--- src/logic/clock_config_pkg.sv ---
// Constants shared by the oscillator, PLL and clock configuration block
`default_nettype none
package clock_config_pkg;

  // Register word indices on the plain register port
  localparam logic [7:0] ADDR_CLOCK_DIVISOR = 8'h00;
  localparam logic [7:0] ADDR_PLL_FEEDBACK = 8'h01;
  localparam logic [7:0] ADDR_FAST_RC_TUNE = 8'h02;
  localparam logic [7:0] ADDR_OSC_CONTROL = 8'h03;

  // Clock divisor register fields
  localparam int RECOVER_ON_IRQ_BIT = 15;
  localparam int DOZE_RATIO_LSB = 12;
  localparam int DOZE_ENABLE_BIT = 11;
  localparam int FAST_RC_POSTSCALE_LSB = 8;
  localparam int PLL_POSTSCALE_LSB = 6;
  localparam int PLL_PRESCALE_LSB = 0;
  localparam logic [15:0] CLOCK_DIVISOR_WMASK = 16'hffdf;
  localparam logic [15:0] CLOCK_DIVISOR_RST = 16'h3040;

  // Feedback, tuning and control fields
  localparam int FEEDBACK_W = 9;
  localparam logic [8:0] PLL_FEEDBACK_RST = 9'h01e;
  localparam int TUNE_W = 6;
  localparam logic [5:0] FAST_RC_TUNE_RST = 6'h00;
  localparam int FAILSAFE_EN_BIT = 0;
  localparam int AUX_MODE_LSB = 1;
  localparam int CLOCK_FAIL_BIT = 3;
  localparam int PLL_LOCK_BIT = 4;
  localparam int CURRENT_SOURCE_LSB = 8;
  localparam int PRIMARY_MODE_LSB = 12;
  localparam logic FAILSAFE_EN_RST = 1'b0;
  localparam logic [1:0] AUX_MODE_RST = 2'h0;

  // Initial source selection codes
  localparam logic [2:0] SRC_FAST_RC = 3'h0;
  localparam logic [2:0] SRC_FAST_RC_PLL = 3'h1;
  localparam logic [2:0] SRC_PRIMARY = 3'h2;
  localparam logic [2:0] SRC_PRIMARY_PLL = 3'h3;
  localparam logic [2:0] SRC_SECONDARY = 3'h4;
  localparam logic [2:0] SRC_LOW_POWER_RC = 3'h5;
  localparam logic [2:0] SRC_FAST_RC_DIV16 = 3'h6;
  localparam logic [2:0] SRC_FAST_RC_DIVN = 3'h7;

  // Primary oscillator modes
  localparam logic [1:0] EXTERNAL_CLOCK_MODE = 2'h0;
  localparam logic [1:0] CRYSTAL_MODE = 2'h1;
  localparam logic [1:0] HIGH_SPEED_CRYSTAL_MODE = 2'h2;
  localparam logic [1:0] PRIMARY_OFF_MODE = 2'h3;

  // Divider and monitor constants
  localparam logic [3:0] FAST_RC_DIV16_LOG2 = 4'h4;
  localparam logic [5:0] PRESCALE_OFFSET = 6'h02;
  localparam logic [9:0] FEEDBACK_OFFSET = 10'h002;
  localparam logic [1:0] FAIL_REF_TICKS = 2'h2;
  localparam logic [15:0] LOCK_JITTER = 16'h0001;

  // Oscillator pin indices
  localparam int PIN_FAST_RC = 0;
  localparam int PIN_PRIMARY = 1;
  localparam int PIN_SECONDARY = 2;
  localparam int PIN_LOW_POWER_RC = 3;
  localparam int PIN_AUX = 4;
  localparam int PIN_COUNT = 5;

endpackage
`default_nettype wire

--- src/logic/oscillator_pll_clock_config.sv ---
// Oscillator selection, fast RC postscaler, digital PLL and clock dividers
//
// The plain strobed port and the register addresses were left to the implementer.
`default_nettype none

module oscillator_pll_clock_config
(
  // Clock and reset
  input wire logic core_clk_in,
  input wire logic rst_n_in,
  // Nonvolatile configuration
  input wire logic [2:0] initial_source_sel_in,
  input wire logic [1:0] primary_osc_mode_sel_in,
  // Oscillator pins
  input wire logic fast_rc_osc_in,
  input wire logic primary_osc_in,
  input wire logic secondary_low_power_osc_in,
  input wire logic low_power_rc_osc_in,
  input wire logic auxiliary_osc_in,
  // Wake event from interrupt controller
  input wire logic interrupt_in,
  // Register port
  input wire logic [7:0] addr_in,
  input wire logic [15:0] wr_data_in,
  input wire logic wr_en_in,
  input wire logic rd_en_in,
  output logic [15:0] rd_data_out,
  // Generated clock ticks
  output logic sys_osc_tick_out,
  output logic instr_clk_tick_out,
  output logic peripheral_clock_tick_out,
  output logic cpu_clk_tick_out,
  output logic watchdog_timer_ref_tick_out,
  output logic auxiliary_osc_tick_out,
  // Status and analog controls
  output logic [2:0] current_source_out,
  output logic pll_lock_out,
  output logic clock_fail_out,
  output logic [5:0] fast_rc_tune_out,
  output logic [1:0] auxiliary_osc_mode_out
);

  localparam int NP = clock_config_pkg::PIN_COUNT;

  typedef enum logic [1:0]
  {
    CFG_WAIT = 2'b01,
    CFG_RUN = 2'b10
  } phase_e;

  typedef struct packed
  {
    logic [NP-1:0] sync1;
    logic [NP-1:0] sync2;
    logic [NP-1:0] sync3;
    logic [NP-1:0] filt;
    phase_e phase;
    logic [2:0] cur_src;
    logic [1:0] posc_mode;
    logic [15:0] clock_divisor_reg;
    logic [8:0] pll_feedback_reg;
    logic [5:0] tune;
    logic failsafe_clock_monitor_en;
    logic [1:0] aux_mode;
    logic clk_fail;
    logic [2:0] act_frc;
    logic [4:0] act_pre;
    logic [8:0] act_fbd;
    logic [1:0] act_post;
    logic [2:0] act_doze;
    logic act_dozen;
    logic [7:0] frc_cnt;
    logic [7:0] pre_cnt;
    logic [15:0] per_cnt;
    logic [15:0] period;
    logic [16:0] acc;
    logic lock;
    logic [7:0] post_cnt;
    logic half;
    logic [7:0] doze_cnt;
    logic [1:0] fail_cnt;
    logic fosc_tick;
    logic instr_tick;
    logic cpu_tick;
    logic low_power_rc_osc_tick;
    logic aux_tick;
    logic [15:0] rdata;
  } state_s;

  state_s state_reg;
  state_s state_next;

  // Last count of a divide by two to the power e
  function automatic logic [7:0] pow2_last(input logic [3:0] e);
    logic [8:0] t;
    t = 9'h001 << e;
    return 8'(t - 9'h001);
  endfunction

  // Free-running divider step
  function automatic logic [7:0] div_step(input logic [7:0] cnt,
                                          input logic [7:0] last);
    return (cnt >= last) ? 8'h00 : 8'(cnt + 8'h01);
  endfunction

  always_comb
  begin
    logic [NP-1:0] rise;
    logic raw_tick;
    logic stage1;
    logic stage2;
    logic vco_in;
    logic vco_tick;
    logic use_pll;
    logic changed;
    logic [7:0] frc_last;
    logic [7:0] pre_last;
    logic [7:0] post_last;
    logic [9:0] mult;
    logic [16:0] sum;
    logic [15:0] new_period;
    logic [15:0] diff;
    rise = '0;
    raw_tick = 1'b0;
    stage1 = 1'b0;
    stage2 = 1'b0;
    vco_in = 1'b0;
    vco_tick = 1'b0;
    changed = 1'b0;
    use_pll = 1'b0;
    frc_last = 8'h00;
    pre_last = 8'h00;
    post_last = 8'h00;
    mult = 10'h000;
    sum = '0;
    new_period = '0;
    diff = '0;
    state_next = state_reg;
    state_next.fosc_tick = 1'b0;
    state_next.instr_tick = 1'b0;
    state_next.cpu_tick = 1'b0;
    state_next.rdata = 16'h0000;

    ////////////////////////////////////////////////////////////////////////
    // Pin synchronisers: a level counts once stages two and three agree
    state_next.sync1 = {auxiliary_osc_in, low_power_rc_osc_in,
                        secondary_low_power_osc_in, primary_osc_in,
                        fast_rc_osc_in};
    state_next.sync2 = state_reg.sync1;
    state_next.sync3 = state_reg.sync2;
    for (int i = 0; i < NP; i++)
    begin
      if (state_reg.sync2[i] == state_reg.sync3[i])
      begin
        state_next.filt[i] = state_reg.sync3[i];
      end
      rise[i] = state_reg.sync2[i] & state_reg.sync3[i] &
                ~state_reg.filt[i];
    end
    state_next.low_power_rc_osc_tick = rise[clock_config_pkg::PIN_LOW_POWER_RC];
    state_next.aux_tick = rise[clock_config_pkg::PIN_AUX];

    ////////////////////////////////////////////////////////////////////////
    // Power-on source capture
    case (state_reg.phase)
      CFG_WAIT:
      begin
        state_next.cur_src = initial_source_sel_in;
        state_next.posc_mode = primary_osc_mode_sel_in;
        state_next.phase = CFG_RUN;
      end
      CFG_RUN:
      begin
        state_next.phase = CFG_RUN;
      end
      default:
      begin
        state_next.phase = CFG_WAIT;
      end
    endcase

    ////////////////////////////////////////////////////////////////////////
    // Source selection and fast RC postscaler
    case (state_reg.cur_src)
      clock_config_pkg::SRC_PRIMARY,
      clock_config_pkg::SRC_PRIMARY_PLL:
      begin
        raw_tick = rise[clock_config_pkg::PIN_PRIMARY] &&
                   state_reg.posc_mode != clock_config_pkg::PRIMARY_OFF_MODE;
      end
      clock_config_pkg::SRC_SECONDARY:
      begin
        raw_tick = rise[clock_config_pkg::PIN_SECONDARY];
      end
      clock_config_pkg::SRC_LOW_POWER_RC:
      begin
        raw_tick = rise[clock_config_pkg::PIN_LOW_POWER_RC];
      end
      default:
      begin
        raw_tick = rise[clock_config_pkg::PIN_FAST_RC];
      end
    endcase
    if (state_reg.phase != CFG_RUN)
    begin
      raw_tick = 1'b0;
    end
    use_pll = state_reg.cur_src == clock_config_pkg::SRC_FAST_RC_PLL ||
              state_reg.cur_src == clock_config_pkg::SRC_PRIMARY_PLL;
    if (state_reg.cur_src == clock_config_pkg::SRC_FAST_RC_DIVN)
    begin
      frc_last = pow2_last({1'b0, state_reg.act_frc} + 4'h1);
    end
    else if (state_reg.cur_src == clock_config_pkg::SRC_FAST_RC_DIV16)
    begin
      frc_last = pow2_last(clock_config_pkg::FAST_RC_DIV16_LOG2);
    end
    else
    begin
      frc_last = 8'h00;
    end
    if (raw_tick)
    begin
      stage1 = state_reg.frc_cnt >= frc_last;
      state_next.frc_cnt = div_step(state_reg.frc_cnt, frc_last);
    end

    ////////////////////////////////////////////////////////////////////////
    // Digital PLL: prescaler, period-tracking VCO, postscaler
    pre_last = 8'({1'b0, state_reg.act_pre} + clock_config_pkg::PRESCALE_OFFSET
                  - 6'h01);
    mult = 10'(state_reg.act_fbd) + clock_config_pkg::FEEDBACK_OFFSET;
    post_last = pow2_last(state_reg.act_post[1] ? 4'h3 :
                          (state_reg.act_post[0] ? 4'h2 : 4'h1));
    if (use_pll && stage1)
    begin
      vco_in = state_reg.pre_cnt >= pre_last;
      state_next.pre_cnt = div_step(state_reg.pre_cnt, pre_last);
    end
    state_next.per_cnt = (state_reg.per_cnt == 16'hffff) ? state_reg.per_cnt :
                         16'(state_reg.per_cnt + 16'h0001);
    if (vco_in)
    begin
      new_period = 16'(state_reg.per_cnt + 16'h0001);
      diff = (new_period > state_reg.period) ?
             16'(new_period - state_reg.period) :
             16'(state_reg.period - new_period);
      state_next.period = new_period;
      state_next.per_cnt = 16'h0000;
      state_next.lock = diff <= clock_config_pkg::LOCK_JITTER &&
                        {6'h00, mult} < new_period;
    end
    if (!use_pll)
    begin
      state_next.lock = 1'b0;
    end
    if (use_pll && state_reg.period != 16'h0000)
    begin
      sum = 17'(state_reg.acc + {7'h00, mult});
      if (sum >= {1'b0, state_reg.period})
      begin
        vco_tick = 1'b1;
        state_next.acc = 17'(sum - {1'b0, state_reg.period});
      end
      else
      begin
        state_next.acc = sum;
      end
    end
    if (vco_tick)
    begin
      stage2 = state_reg.post_cnt >= post_last;
      state_next.post_cnt = div_step(state_reg.post_cnt, post_last);
    end
    if (!use_pll)
    begin
      stage2 = stage1;
    end

    ////////////////////////////////////////////////////////////////////////
    // System clock halving, doze and boundary update of settings
    state_next.fosc_tick = stage2;
    if (stage2)
    begin
      state_next.half = ~state_reg.half;
      if (state_reg.half)
      begin
        state_next.instr_tick = 1'b1;
        if (!state_reg.act_dozen)
        begin
          state_next.cpu_tick = 1'b1;
        end
        else
        begin
          state_next.cpu_tick = state_reg.doze_cnt >=
                                pow2_last({1'b0, state_reg.act_doze});
          state_next.doze_cnt = div_step(state_reg.doze_cnt,
                                  pow2_last({1'b0, state_reg.act_doze}));
        end
        // New divisors only at an instruction clock boundary
        state_next.act_frc = state_reg.clock_divisor_reg[10:8];
        state_next.act_pre = state_reg.clock_divisor_reg[4:0];
        state_next.act_post = state_reg.clock_divisor_reg[7:6];
        state_next.act_fbd = state_reg.pll_feedback_reg;
        state_next.act_doze = state_reg.clock_divisor_reg[14:12];
        state_next.act_dozen = state_reg.clock_divisor_reg[
                                 clock_config_pkg::DOZE_ENABLE_BIT];
        changed = state_next.act_frc != state_reg.act_frc ||
                  state_next.act_pre != state_reg.act_pre ||
                  state_next.act_post != state_reg.act_post ||
                  state_next.act_fbd != state_reg.act_fbd ||
                  state_next.act_doze != state_reg.act_doze;
      end
    end

    ////////////////////////////////////////////////////////////////////////
    // Fail-safe clock monitor on the low-power RC reference
    if (state_reg.failsafe_clock_monitor_en && state_reg.phase == CFG_RUN &&
        state_reg.cur_src != clock_config_pkg::SRC_LOW_POWER_RC)
    begin
      if (raw_tick)
      begin
        state_next.fail_cnt = 2'h0;
      end
      else if (rise[clock_config_pkg::PIN_LOW_POWER_RC])
      begin
        state_next.fail_cnt = 2'(state_reg.fail_cnt + 2'h1);
      end
    end
    else
    begin
      state_next.fail_cnt = 2'h0;
    end

    ////////////////////////////////////////////////////////////////////////
    // Register port
    if (wr_en_in)
    begin
      case (addr_in)
        clock_config_pkg::ADDR_CLOCK_DIVISOR:
        begin
          state_next.clock_divisor_reg = wr_data_in &
                                         clock_config_pkg::CLOCK_DIVISOR_WMASK;
        end
        clock_config_pkg::ADDR_PLL_FEEDBACK:
        begin
          state_next.pll_feedback_reg = wr_data_in[8:0];
        end
        clock_config_pkg::ADDR_FAST_RC_TUNE:
        begin
          state_next.tune = wr_data_in[5:0];
        end
        clock_config_pkg::ADDR_OSC_CONTROL:
        begin
          state_next.failsafe_clock_monitor_en = wr_data_in[clock_config_pkg::FAILSAFE_EN_BIT];
          state_next.aux_mode = wr_data_in[clock_config_pkg::AUX_MODE_LSB +:
                                           2];
          if (wr_data_in[clock_config_pkg::CLOCK_FAIL_BIT])
          begin
            state_next.clk_fail = 1'b0;
          end
        end
        default:
        begin
        end
      endcase
    end
    if (rd_en_in)
    begin
      case (addr_in)
        clock_config_pkg::ADDR_CLOCK_DIVISOR:
        begin
          state_next.rdata = state_reg.clock_divisor_reg;
        end
        clock_config_pkg::ADDR_PLL_FEEDBACK:
        begin
          state_next.rdata = {7'h00, state_reg.pll_feedback_reg};
        end
        clock_config_pkg::ADDR_FAST_RC_TUNE:
        begin
          state_next.rdata = {10'h000, state_reg.tune};
        end
        clock_config_pkg::ADDR_OSC_CONTROL:
        begin
          state_next.rdata = {2'h0, state_reg.posc_mode, 1'b0,
                              state_reg.cur_src, 3'h0, state_reg.lock,
                              state_reg.clk_fail, state_reg.aux_mode,
                              state_reg.failsafe_clock_monitor_en};
        end
        default:
        begin
          state_next.rdata = 16'h0000;
        end
      endcase
    end
    if (interrupt_in &&
        state_reg.clock_divisor_reg[clock_config_pkg::RECOVER_ON_IRQ_BIT])
    begin
      state_next.clock_divisor_reg[clock_config_pkg::DOZE_ENABLE_BIT] = 1'b0;
    end

    // Failure wins over a clear in the same cycle
    if (state_reg.fail_cnt >= clock_config_pkg::FAIL_REF_TICKS)
    begin
      state_next.clk_fail = 1'b1;
      state_next.cur_src = clock_config_pkg::SRC_FAST_RC;
      state_next.fail_cnt = 2'h0;
      changed = 1'b1;
    end
    if (changed)
    begin
      state_next.frc_cnt = 8'h00;
      state_next.pre_cnt = 8'h00;
      state_next.post_cnt = 8'h00;
      state_next.doze_cnt = 8'h00;
      state_next.acc = 17'h00000;
    end
  end

  always_ff @(posedge core_clk_in or negedge rst_n_in)
  begin
    if (!rst_n_in)
    begin
      state_reg <= '0;
      state_reg.phase <= CFG_WAIT;
      state_reg.cur_src <= clock_config_pkg::SRC_FAST_RC;
      state_reg.clock_divisor_reg <= clock_config_pkg::CLOCK_DIVISOR_RST;
      state_reg.pll_feedback_reg <= clock_config_pkg::PLL_FEEDBACK_RST;
      state_reg.tune <= clock_config_pkg::FAST_RC_TUNE_RST;
      state_reg.failsafe_clock_monitor_en <= clock_config_pkg::FAILSAFE_EN_RST;
      state_reg.aux_mode <= clock_config_pkg::AUX_MODE_RST;
      state_reg.act_frc <= clock_config_pkg::CLOCK_DIVISOR_RST[10:8];
      state_reg.act_pre <= clock_config_pkg::CLOCK_DIVISOR_RST[4:0];
      state_reg.act_post <= clock_config_pkg::CLOCK_DIVISOR_RST[7:6];
      state_reg.act_fbd <= clock_config_pkg::PLL_FEEDBACK_RST;
      state_reg.act_doze <= clock_config_pkg::CLOCK_DIVISOR_RST[14:12];
      state_reg.act_dozen <= clock_config_pkg::CLOCK_DIVISOR_RST[11];
    end
    else
    begin
      state_reg <= state_next;
    end
  end

  ////////////////////////////////////////////////////////////////////////////
  // Outputs
  assign rd_data_out = state_reg.rdata;
  assign sys_osc_tick_out = state_reg.fosc_tick;
  assign instr_clk_tick_out = state_reg.instr_tick;
  assign peripheral_clock_tick_out = state_reg.instr_tick;
  assign cpu_clk_tick_out = state_reg.cpu_tick;
  assign watchdog_timer_ref_tick_out = state_reg.low_power_rc_osc_tick;
  assign auxiliary_osc_tick_out = state_reg.aux_tick;
  assign current_source_out = state_reg.cur_src;
  assign pll_lock_out = state_reg.lock;
  assign clock_fail_out = state_reg.clk_fail;
  assign fast_rc_tune_out = state_reg.tune;
  assign auxiliary_osc_mode_out = state_reg.aux_mode;

endmodule
`default_nettype wire

--- config.mk ---
export PLATFORM = sky130hd
export DESIGN_NAME = oscillator_pll_clock_config
export DESIGN_NICKNAME = d
export VERILOG_FILES = /design/src/logic/clock_config_pkg.sv /design/src/logic/oscillator_pll_clock_config.sv
export SDC_FILE = /design/constraint.sdc
export NUM_CORES = 1
export LEC_CHECK = 0
export BUFFER_PORTS_ARGS = -buffer_cell sky130_fd_sc_hd__buf_2
export CORE_MARGIN = 5
export CORE_UTILIZATION = 50
export CTS_BUF_LIST = sky130_fd_sc_hd__clkbuf_2
export CTS_CLUSTER_DIAMETER = 200
export DETAILED_ROUTE_END_ITERATION = 8
export GPL_ROUTABILITY_DRIVEN = 0
export PLACE_DENSITY = 0.71
export SLEW_MARGIN = 40
export SYNTH_ARGS = -nofsm -noshare
export SYNTH_HDL_FRONTEND = slang
export SYNTH_SLANG_ARGS = --single-unit
--- constraint.sdc ---
create_clock -name core_clk_in -period 4.6 [get_ports core_clk_in]
set_input_delay 0.46 -clock core_clk_in [delete_from_list [all_inputs] [get_ports core_clk_in]]
set_output_delay 0.46 -clock core_clk_in [all_outputs]
set_load 0.05 [all_outputs]
==> results.cfg, run 1 <==
[outcome]
outcome = complete, but fails checks
violations = negative setup slack

[synthesis]
yosysMostFrequentCell = dfrtp_1
async_flop_share_pct = 100
synthesis.area_um2 = 12600
synth_cells = 1324
yosys-top-cells-area = dfrtp_1 35%, ha_1 11%, mux2_2 5.6%
synth_edf_count = 0
syn_area_per_cell_um2 = 9.50
netlist.area_leader.share_pct = 34.8
yosysSeqAreaShare_pct = 38.0
synthDistinctLibCells = 78
synth-seq-cells = 190
ys_warn_count = 0
synth_commonest_cells = 175 x dfrtp_1, 110 x ha_1, 106 x a21oi_1
synth_area_leader_cell = dfrtp_1
synth_flop_cell = dfrtp_1

[clock_network]
htreeDepth = 4
cts_inserted_buffers = 17
path_clk_slew_ps = 350
clk_path_buf_depth = 2
cts_sinks = 190
cts-root-buf = clkbuf_2
clk_latency_ps = 790
cts_tree = done

[sta]
rsz0062_at_grt = true
max_slew_margin_pct = 54.9
hold_violations = 0
skew_ps = 64.2
fin_crit_sh_pct = 102
fmax_mhz = 213
fin_crit_ps = 4700
layout_setup_ws_ps = -105
tightest_slew_ps = 675
slew_violations = 0
setup_viol = 46
whs_ps = 107

[die]
fp.dieArea_um2 = 28400
core_area_um2 = 25000
rows = 58
initial_core_util_pct = 50.4
die_x_um = 169
pin_count = 74
die-height_um = 169

[critical_path]
end_kind = flop
rr_endpoint = state_reg[121]
path_class = reg2reg
r2r_cells = 22
rr_startpoint = state_reg[114]
ff2ff_setup_slack_ps = -100
cp-start-kind = flop
critPathMaxFanout = 12
critPathRequiredTime_ps = 5260
cp.arrival_ps = 5370

[cells_and_area]
final_util_pct = 59.8
area_growth_syn_to_layout_pct = 18.8
fin_nets = 1639
largest_register_ffs = 146
layout-drive-gt1-share_pct = 26.0

[grt]
antenna_found_initial = 2
track_usage_pct = 22.6
grt_pass1_wl_um = 52700
grt_remaining_overflow = 0
grt_pass1_vias = 10461
grt_max_degree = 129

[power_and_ir_drop]
p_per_area_nw_per_um2 = 777
p_leak_nw = 7.18
p_total_w = 0.0116
vdd_ir_drop_max_v = 0.000510

[drt]
first_pass_iters = 6
wl_per_cell_um = 17.8
ant_nets = 0
drt_drc_violations_left = 0
vias = 10500
drtIter0Drc = 687
via_per_inst = 5.74
drt_wl_total_um = 32600

[worst_hold_path]
min-delay-start = addr_in[0]
hp-class = in2reg
hold_depth = 3
whs_endpoint = rd_data_out[6]

[placed_design]
io_buffers = 73
place_ws_ps = -231
dpl.hpwl_um = 23700

[job]
maxCapViolCount = 0
-- final cells by class --
class                   count  area, um^2
clock inverters            14         168
inverters                  79         297
diodes                      1        2.50
flip-flops and latches    190        4770
multi-input cells         985        7560
well taps                 330         413
repair buffers            213        1630
fillers                  2052       10000
clock buffers              18        90.1
-- routing by layer --
metal	vias up	GRT usage, %	share of wire [%]
li1	5009	-	-
met3	55	3.39	4.8
met2	335	38.8	49
met4	0	6.56	2.5
met5	-	0	0
met1	5101	29.8	43
-- what timing repair did --
action,CTS,global route
endpoints found under the setup margin,74,75
hold buffers,32,2
gates cloned,0,2
gates resized for setup,44,64
endpoints found under the hold margin,174,1
pin swaps,17,31
setup buffers,7,15
-- logic make-up after synthesis --
family	after synthesis	synth area share, %
and+or+nand+nor	405	16.1
AOI/OAI and AO/OA	290	14.7
DFF	190	38.0
buffers and inverters	151	5.60
adders and majority gates	114	11.6
xor gates and xnor gates	90	6.27
muxes	83	7.73
other	1	0.0298
-- how the worst max path moves through the flow --
stage                    from        endpoint  slack [ps]  cells after the start
3_5_place_dp   state_reg[113]   state_reg[57]        -230                     22
2_1_floorplan  state_reg[113]  state_reg[121]           2                     23
4_1_cts        state_reg[113]   state_reg[27]          -8                     23
5_1_grt        state_reg[114]   state_reg[57]        -270                     24
3_3_place_gp   state_reg[113]   state_reg[57]         -10                     23
6_report       state_reg[114]  state_reg[121]        -100                     22
-- critical path, stage by stage, from the launching register on --
cell and delay [ps]:
dfstp_2 640, ha_4 140, nand3_2 110, nor2_4 130, xor2_2 190, ha_1 270
a21o_1 220, a211oi_4 270, buf_4 150, a31oi_4 80, buf_4 180, xor2_2 150
ha_1 340, buf_4 160, a21oi_4 150, nor2b_1 80, nor3_2 260, o22ai_4 160
o21ai_2 200, nand2_2 100, nand2_4 110, buf_12 140, mux2_2 330
-- per-stage QoR --
stage / TNS (ps) / cells / instance area (um^2)
after CTS: -8.16 / 1809 / 14500
after global routing: -13160 / 1830 / 14900
after detailed placement: -9230 / 1738 / 13600
after floorplan: 0 / 1326 / 12600
after global placement: -135 / 1738 / 13600
final: -2390 / 1830 / 14900
-- where the power goes --
part,switching (W),internal (W),total [W]
sequential,0.000424,0.00202,0.00245
combinational,0.00465,0.00364,0.00829
clock,0.000679,0.000193,0.000872
-- cell usage in the layout (no fill, tap or decap), types with 20 or more instances in the layout --
cell type	n
a21oi_1	94
dfrtp_1	174
buf_4	93
xnor2_1	45
nand2_1	84
and3_1	23
nor3_1	38
nor2_1	95
dlygate4sd3_1	34
mux2_2	62
ha_1	104
xor2_1	36
o21ai_0	46
nand3_1	29
buf_2	72
nand4_1	20
a21o_1	22
inv_1	78
No activity file was read; power rests on OpenSTA's default activity.
==> run 2, diff against run 1 <==
--- a/config.mk
+++ b/config.mk
@@ -12,7 +12,7 @@
 export CTS_CLUSTER_DIAMETER = 200
 export DETAILED_ROUTE_END_ITERATION = 8
 export GPL_ROUTABILITY_DRIVEN = 0
-export PLACE_DENSITY = 0.71
+export PLACE_DENSITY = 0.69
 export SLEW_MARGIN = 40
 export SYNTH_ARGS = -nofsm -noshare
 export SYNTH_HDL_FRONTEND = slang
==> constraint.sdc (replaced) <==
create_clock -name core_clk_in -period 5.75 [get_ports core_clk_in]
set_input_delay 0.575 -clock core_clk_in [delete_from_list [all_inputs] [get_ports core_clk_in]]
set_output_delay 0.575 -clock core_clk_in [all_outputs]
set_load 0.05 [all_outputs]
==> run 2 against run 1 <==
Net effect:
- the flow now finishes without violations
- final area fell by 8.3%
- via count fell by 5.7%
- critical path depth rose by 1
- worst hold slack improved by 5.6 ps
- sequential power fell by 21%
- total power fell by 30%
- count of clock-buffer cells in the layout did not move
- setup slack improved by 490 ps
- cell count fell by 5.1%
- wire length fell by 8.3%
- critical path type unchanged
- largest cell class unchanged
==> results.cfg, run 2 (synthesis results as in run 1) <==
[clock_network]
cts_tree = done
clk_path_buf_depth = 2
cts_sinks = 190
path_clk_slew_ps = 300
cts-root-buf = clkbuf_2
htreeDepth = 4
clk_latency_ps = 810
postCtsSetupRepairBufs = 0
cts_inserted_buffers = 17

[cells_and_area]
largest_register_ffs = 146
layout_commonest_cell = dfrtp_1
area_growth_syn_to_layout_pct = 9.02
layout-drive-gt1-share_pct = 16.5
layout_common_cells = 175 x dfrtp_1, 110 x ha_1, 106 x a21oi_1, 101 x nor2_1, 86 x nand2_1
fin_nets = 1544

[grt]
grt_pass1_vias = 9827
grt_max_degree = 76
track_usage_pct = 21.3
antenna_found_initial = 2
grt_remaining_overflow = 0
grt_pass1_wl_um = 49900

[power_and_ir_drop]
p_leak_nw = 6.57
vdd_ir_drop_max_v = 0.000357
p_total_w = 0.00816
p_per_area_nw_per_um2 = 596

[placed_design]
place_ws_ps = 447
dpl.hpwl_um = 22500
io_buffers = 73

[die]
core_area_um2 = 25000
pin_count = 74
die_x_um = 169
die-height_um = 169
fp.dieArea_um2 = 28400
rows = 58
initial_core_util_pct = 50.4

[drt]
wl_per_cell_um = 17.2
drt_wl_total_um = 29900
drtIter0Drc = 773
via_per_inst = 5.71
first_pass_iters = 5
drt_drc_violations_left = 0
vias = 9904
ant_nets = 0

[sta]
max_slew_margin_pct = 52.4
fin_setup_tns_ps = 0
hold_violations = 0
fin_crit_ps = 5360
setup_viol = 0
skew_ps = 77.7
layout_setup_ws_ps = 387
slew_violations = 0
tightest_slew_ps = 713
rsz0062_at_grt = false
fin_crit_sh_pct = 93.3
fmax_mhz = 186

[critical_path]
cp-start-kind = flop
cp.arrival_ps = 6080
critPathRequiredTime_ps = 6470
end_kind = flop
path_class = reg2reg
critPathMaxFanout = 25

[worst_hold_path]
hp-class = in2reg

[outcome]
outcome = finished clean

[job]
maxCapViolCount = 0
## run 2: final timing paths
kind	end	slack, ps	cells after the start	from
max	state_reg[57]	390	23	state_reg[113]
min	current_source_out[1]	110	3	initial_source_sel_in[1]
max reg2reg	state_reg[57]	390	23	state_reg[113]
min in group asynchronous	state_reg[150]	230	2	rst_n_in
min reg2reg	state_next[179]	380	0	state_next[184]
max in group asynchronous	state_reg[53]	4370	3	rst_n_in
## run 2: critical path, stage by stage, from the launching register on
cell and delay, ps:
dfstp_2 680, ha_1 200, nand3_1 120, nor2_1 190, xor2_1 300, ha_1 350
nand3_1 130, nor2_1 60, a211oi_1 360, nand2_1 90, a21oi_1 200, xnor2_1 170
ha_1 320, a21oi_1 210, o21bai_1 90, a21oi_1 220, nor2b_1 80, nor3_1 140
o22ai_1 200, nor2_2 340, buf_4 340, nor3_1 100, nand2b_1 160, a311oi_1 260
## run 2: through the flow
stage                     std cells  utilization [%]  hold WS, ps  instance area, um^2
after floorplan                1326                -          279                12600
after global routing           1736             54.9         49.5                13700
final                          1736             54.9          112                13700
after detailed placement       1673             52.5          339                13100
after CTS                      1732             54.8         2.11                13700
after global placement         1672             52.5          333                13100
## run 2: repair_timing
action / 4_1_cts / 5_1_grt
resized for setup: 0 / 1
endpoints found under the setup margin: 0 / 9
hold endpoints to repair: 96 / 8
hold buffers: 27 / 2
## run 2: area by class of cell
class / count / area (um^2)
fill: 2245 / 11300
multi-input combinational: 985 / 7140
sequential: 190 / 4770
timing repair buffer: 118 / 788
tap: 330 / 413
inverter: 79 / 297
clock inverter: 14 / 199
clock buffer: 18 / 90.1
antenna: 2 / 5.00
## run 2: report_power, final
group	total, W	switching, W	internal [W]
registers	0.00194	0.000322	0.00162
logic	0.00548	0.00328	0.00219
clock network	0.000745	0.000549	0.000196
total	0.00816	0.00415	0.00401
## run 2: layer usage
layer | track usage, % | vias to the layer above | share of wire [%]
met5 | 0 | - | 0
met4 | 6.60 | 0 | 2.4
met3 | 2.85 | 48 | 4.3
met2 | 35.8 | 294 | 47
met1 | 28.8 | 4751 | 46
li1 | - | 4811 | -
==> run 3, diff against run 2 <==
--- a/config.mk
+++ b/config.mk
@@ -6,6 +6,7 @@
 export NUM_CORES = 1
 export LEC_CHECK = 0
 export BUFFER_PORTS_ARGS = -buffer_cell sky130_fd_sc_hd__buf_2
+export CORE_ASPECT_RATIO = 1.2
 export CORE_MARGIN = 5
 export CORE_UTILIZATION = 50
 export CTS_BUF_LIST = sky130_fd_sc_hd__clkbuf_2
@@ -13,6 +14,7 @@
 export DETAILED_ROUTE_END_ITERATION = 8
 export GPL_ROUTABILITY_DRIVEN = 0
 export PLACE_DENSITY = 0.69
+export SETUP_SLACK_MARGIN = 0.5
 export SLEW_MARGIN = 40
 export SYNTH_ARGS = -nofsm -noshare
 export SYNTH_HDL_FRONTEND = slang
==> run 3 against run 2 <==
Net effect:
- final area rose by 0.58%
- sequential cell count stayed put
- critical path type unchanged
- count of clock-buffer cells in the layout is 1 higher
- die area about the same
- sequential power barely moved
- global-route usage hardly changed
- via count is 0.33% higher
- non-clock buffer count rose by 6
- wire length shrank 0.11%
- clock power is 3.6% lower
- clock skew is 35 ps lower
==> results.cfg, run 3 (synthesis results as in run 1) <==
[drt]
vias = 9937
ant_nets = 0
drtIter0Drc = 514
highest_layer = met4
wl_met2_um = 15000
first_pass_iters = 5
drt_drc_violations_left = 0
met3_length_um = 1230
drt-met1-wl_um = 12700
drt_wl_total_um = 29800
wl_per_cell_um = 17.2
via_per_inst = 5.72

[clock_network]
clk_path_buf_depth = 2
cts_tree = done
clk_latency_ps = 820
htreeDepth = 4
cts-root-buf = clkbuf_2
path_clk_slew_ps = 290
cts_sinks = 190
cts_inserted_buffers = 17

[power_and_ir_drop]
vdd_ir_drop_max_v = 0.000315
p_per_area_nw_per_um2 = 597
p_leak_nw = 6.59
p_total_w = 0.00823

[grt]
grt_remaining_overflow = 0
grt_max_degree = 76
antenna_found_initial = 1
track_usage_pct = 21.3
grt_pass1_wl_um = 49300
grt_pass1_vias = 9765

[critical_path]
critPathRequiredTime_ps = 6480
crit_slowest_cell = dfstp_2
cp_num_buf_inv = 1
critPathMaxFanout = 7
path_class = reg2reg
cpLargestDelayFamily = simple AND/OR/NAND/NOR gates
cp_cell_sequence = ha_1 -> nand3_1 -> nor2_1 -> xor2_1 -> ha_1 -> nand3_1 -> nor2_1 -> a211oi_2 -> buf_4 -> a31oi_4 -> and3_1 -> xor2_1 -> ha_1 -> and4_1 -> nand2_1 -> nor4_1 -> nor2_1 -> o21ai_2 -> o21ai_2 -> a211oi_4 -> nand3b_1 -> a21oi_1
cp.arrival_ps = 5620
end_kind = flop
cp-start-kind = flop
slowest_delay_ps = 630

[placed_design]
dpl.hpwl_um = 22300
io_buffers = 73

[sta]
slew_violations = 0
rsz0062_at_grt = false
max_slew_margin_pct = 42.6
tightest_slew_ps = 858
skew_ps = 43.2
fin_crit_ps = 4890
hold_violations = 0
fin_crit_sh_pct = 85.1
setup_viol = 0
fin_setup_tns_ps = 0
fmax_mhz = 204

[die]
die-height_um = 184
initial_core_util_pct = 50.8
pin_count = 74
rows = 63
die_x_um = 155
fp.dieArea_um2 = 28400
core_area_um2 = 24800

[cells_and_area]
fin_nets = 1551
area_growth_syn_to_layout_pct = 9.65
fill_cells = 2237
layout-drive-gt1-share_pct = 17.3
layout_commonest_cell = dfrtp_1
largest_register_ffs = 146
layout_common_cells = 175 x dfrtp_1, 110 x ha_1, 105 x a21oi_1, 99 x nor2_1, 85 x nand2_1

[outcome]
outcome = finished clean

[job]
maxCapViolCount = 0

[worst_hold_path]
hp-class = in2reg
[run 3: cell type report]
cell class | count | area [um^2] | area share (%)
diodes | 1 | 2.50 | 0.0182
clock buffers | 19 | 95.1 | 0.690
clock inverters | 13 | 154 | 1.12
inverters | 79 | 297 | 2.15
multi-input cells | 986 | 7210 | 52.3
flip-flops and latches | 190 | 4770 | 34.6
well taps | 325 | 407 | 2.95
repair buffers | 124 | 848 | 6.15
[run 3: per-stage QoR]
stage                     setup slack (ps)  util [%]  cells  hold slack, ps  instance area, um^2
after CTS                              505      55.0   1725           0.963                13600
after global routing                   472      55.7   1737            3.63                13800
after global placement                 602      52.8   1663             332                13100
final                                  857      55.7   1737            91.6                13800
after detailed placement               437      52.8   1663             335                13100
after floorplan                       1150         -   1326             279                12600
[run 3: worst reg2reg max path, cell delays in order, from the launching register on]
cell,delay (ps)
dfstp_2,630
ha_1,180
nand3_1,120
nor2_1,170
xor2_1,270
ha_1,340
nand3_1,130
nor2_1,60
a211oi_2,140
buf_4,160
a31oi_4,130
and3_1,230
xor2_1,160
ha_1,370
and4_1,210
nand2_1,90
nor4_1,300
nor2_1,90
o21ai_2,120
o21ai_2,170
a211oi_4,450
nand3b_1,130
a21oi_1,180
[run 3: final timing paths]
kind	end	start	cells past startpoint	slack [ps]
max	state_reg[26]	state_reg[113]	22	860
min	rd_data_out[7]	addr_in[1]	2	90
max reg2reg	state_reg[26]	state_reg[113]	22	860
min reg2reg	state_next[179]	state_next[184]	0	390
max in group asynchronous	state_reg[36]	rst_n_in	3	4310
min in group asynchronous	state_reg[172]	rst_n_in	2	260
[run 3: power by group]
part | total (W) | switching [W] | internal, W
Combinational | 0.00557 | 0.00333 | 0.00224
Clock | 0.000718 | 0.000503 | 0.000215
Sequential | 0.00194 | 0.000324 | 0.00162
[run 3: per-layer routing]
layer / vias up / global-route usage, %
li1: 4830 / -
met1: 4802 / 27.0
met2: 257 / 37.1
met3: 48 / 3.23
met4: 0 / 7.49
met5: - / 0
[run 3: timing repair]
| action | CTS | global route |
|---|---|---|
| endpoints found under the hold margin | 112 | 0 |
| gates resized for setup | 1 | 14 |
| setup endpoints to repair | 23 | 74 |
| buffers inserted | 0 | 10 |
| cloned | 0 | 1 |
| pin swaps | 0 | 6 |
| hold buffers | 30 | 0 |
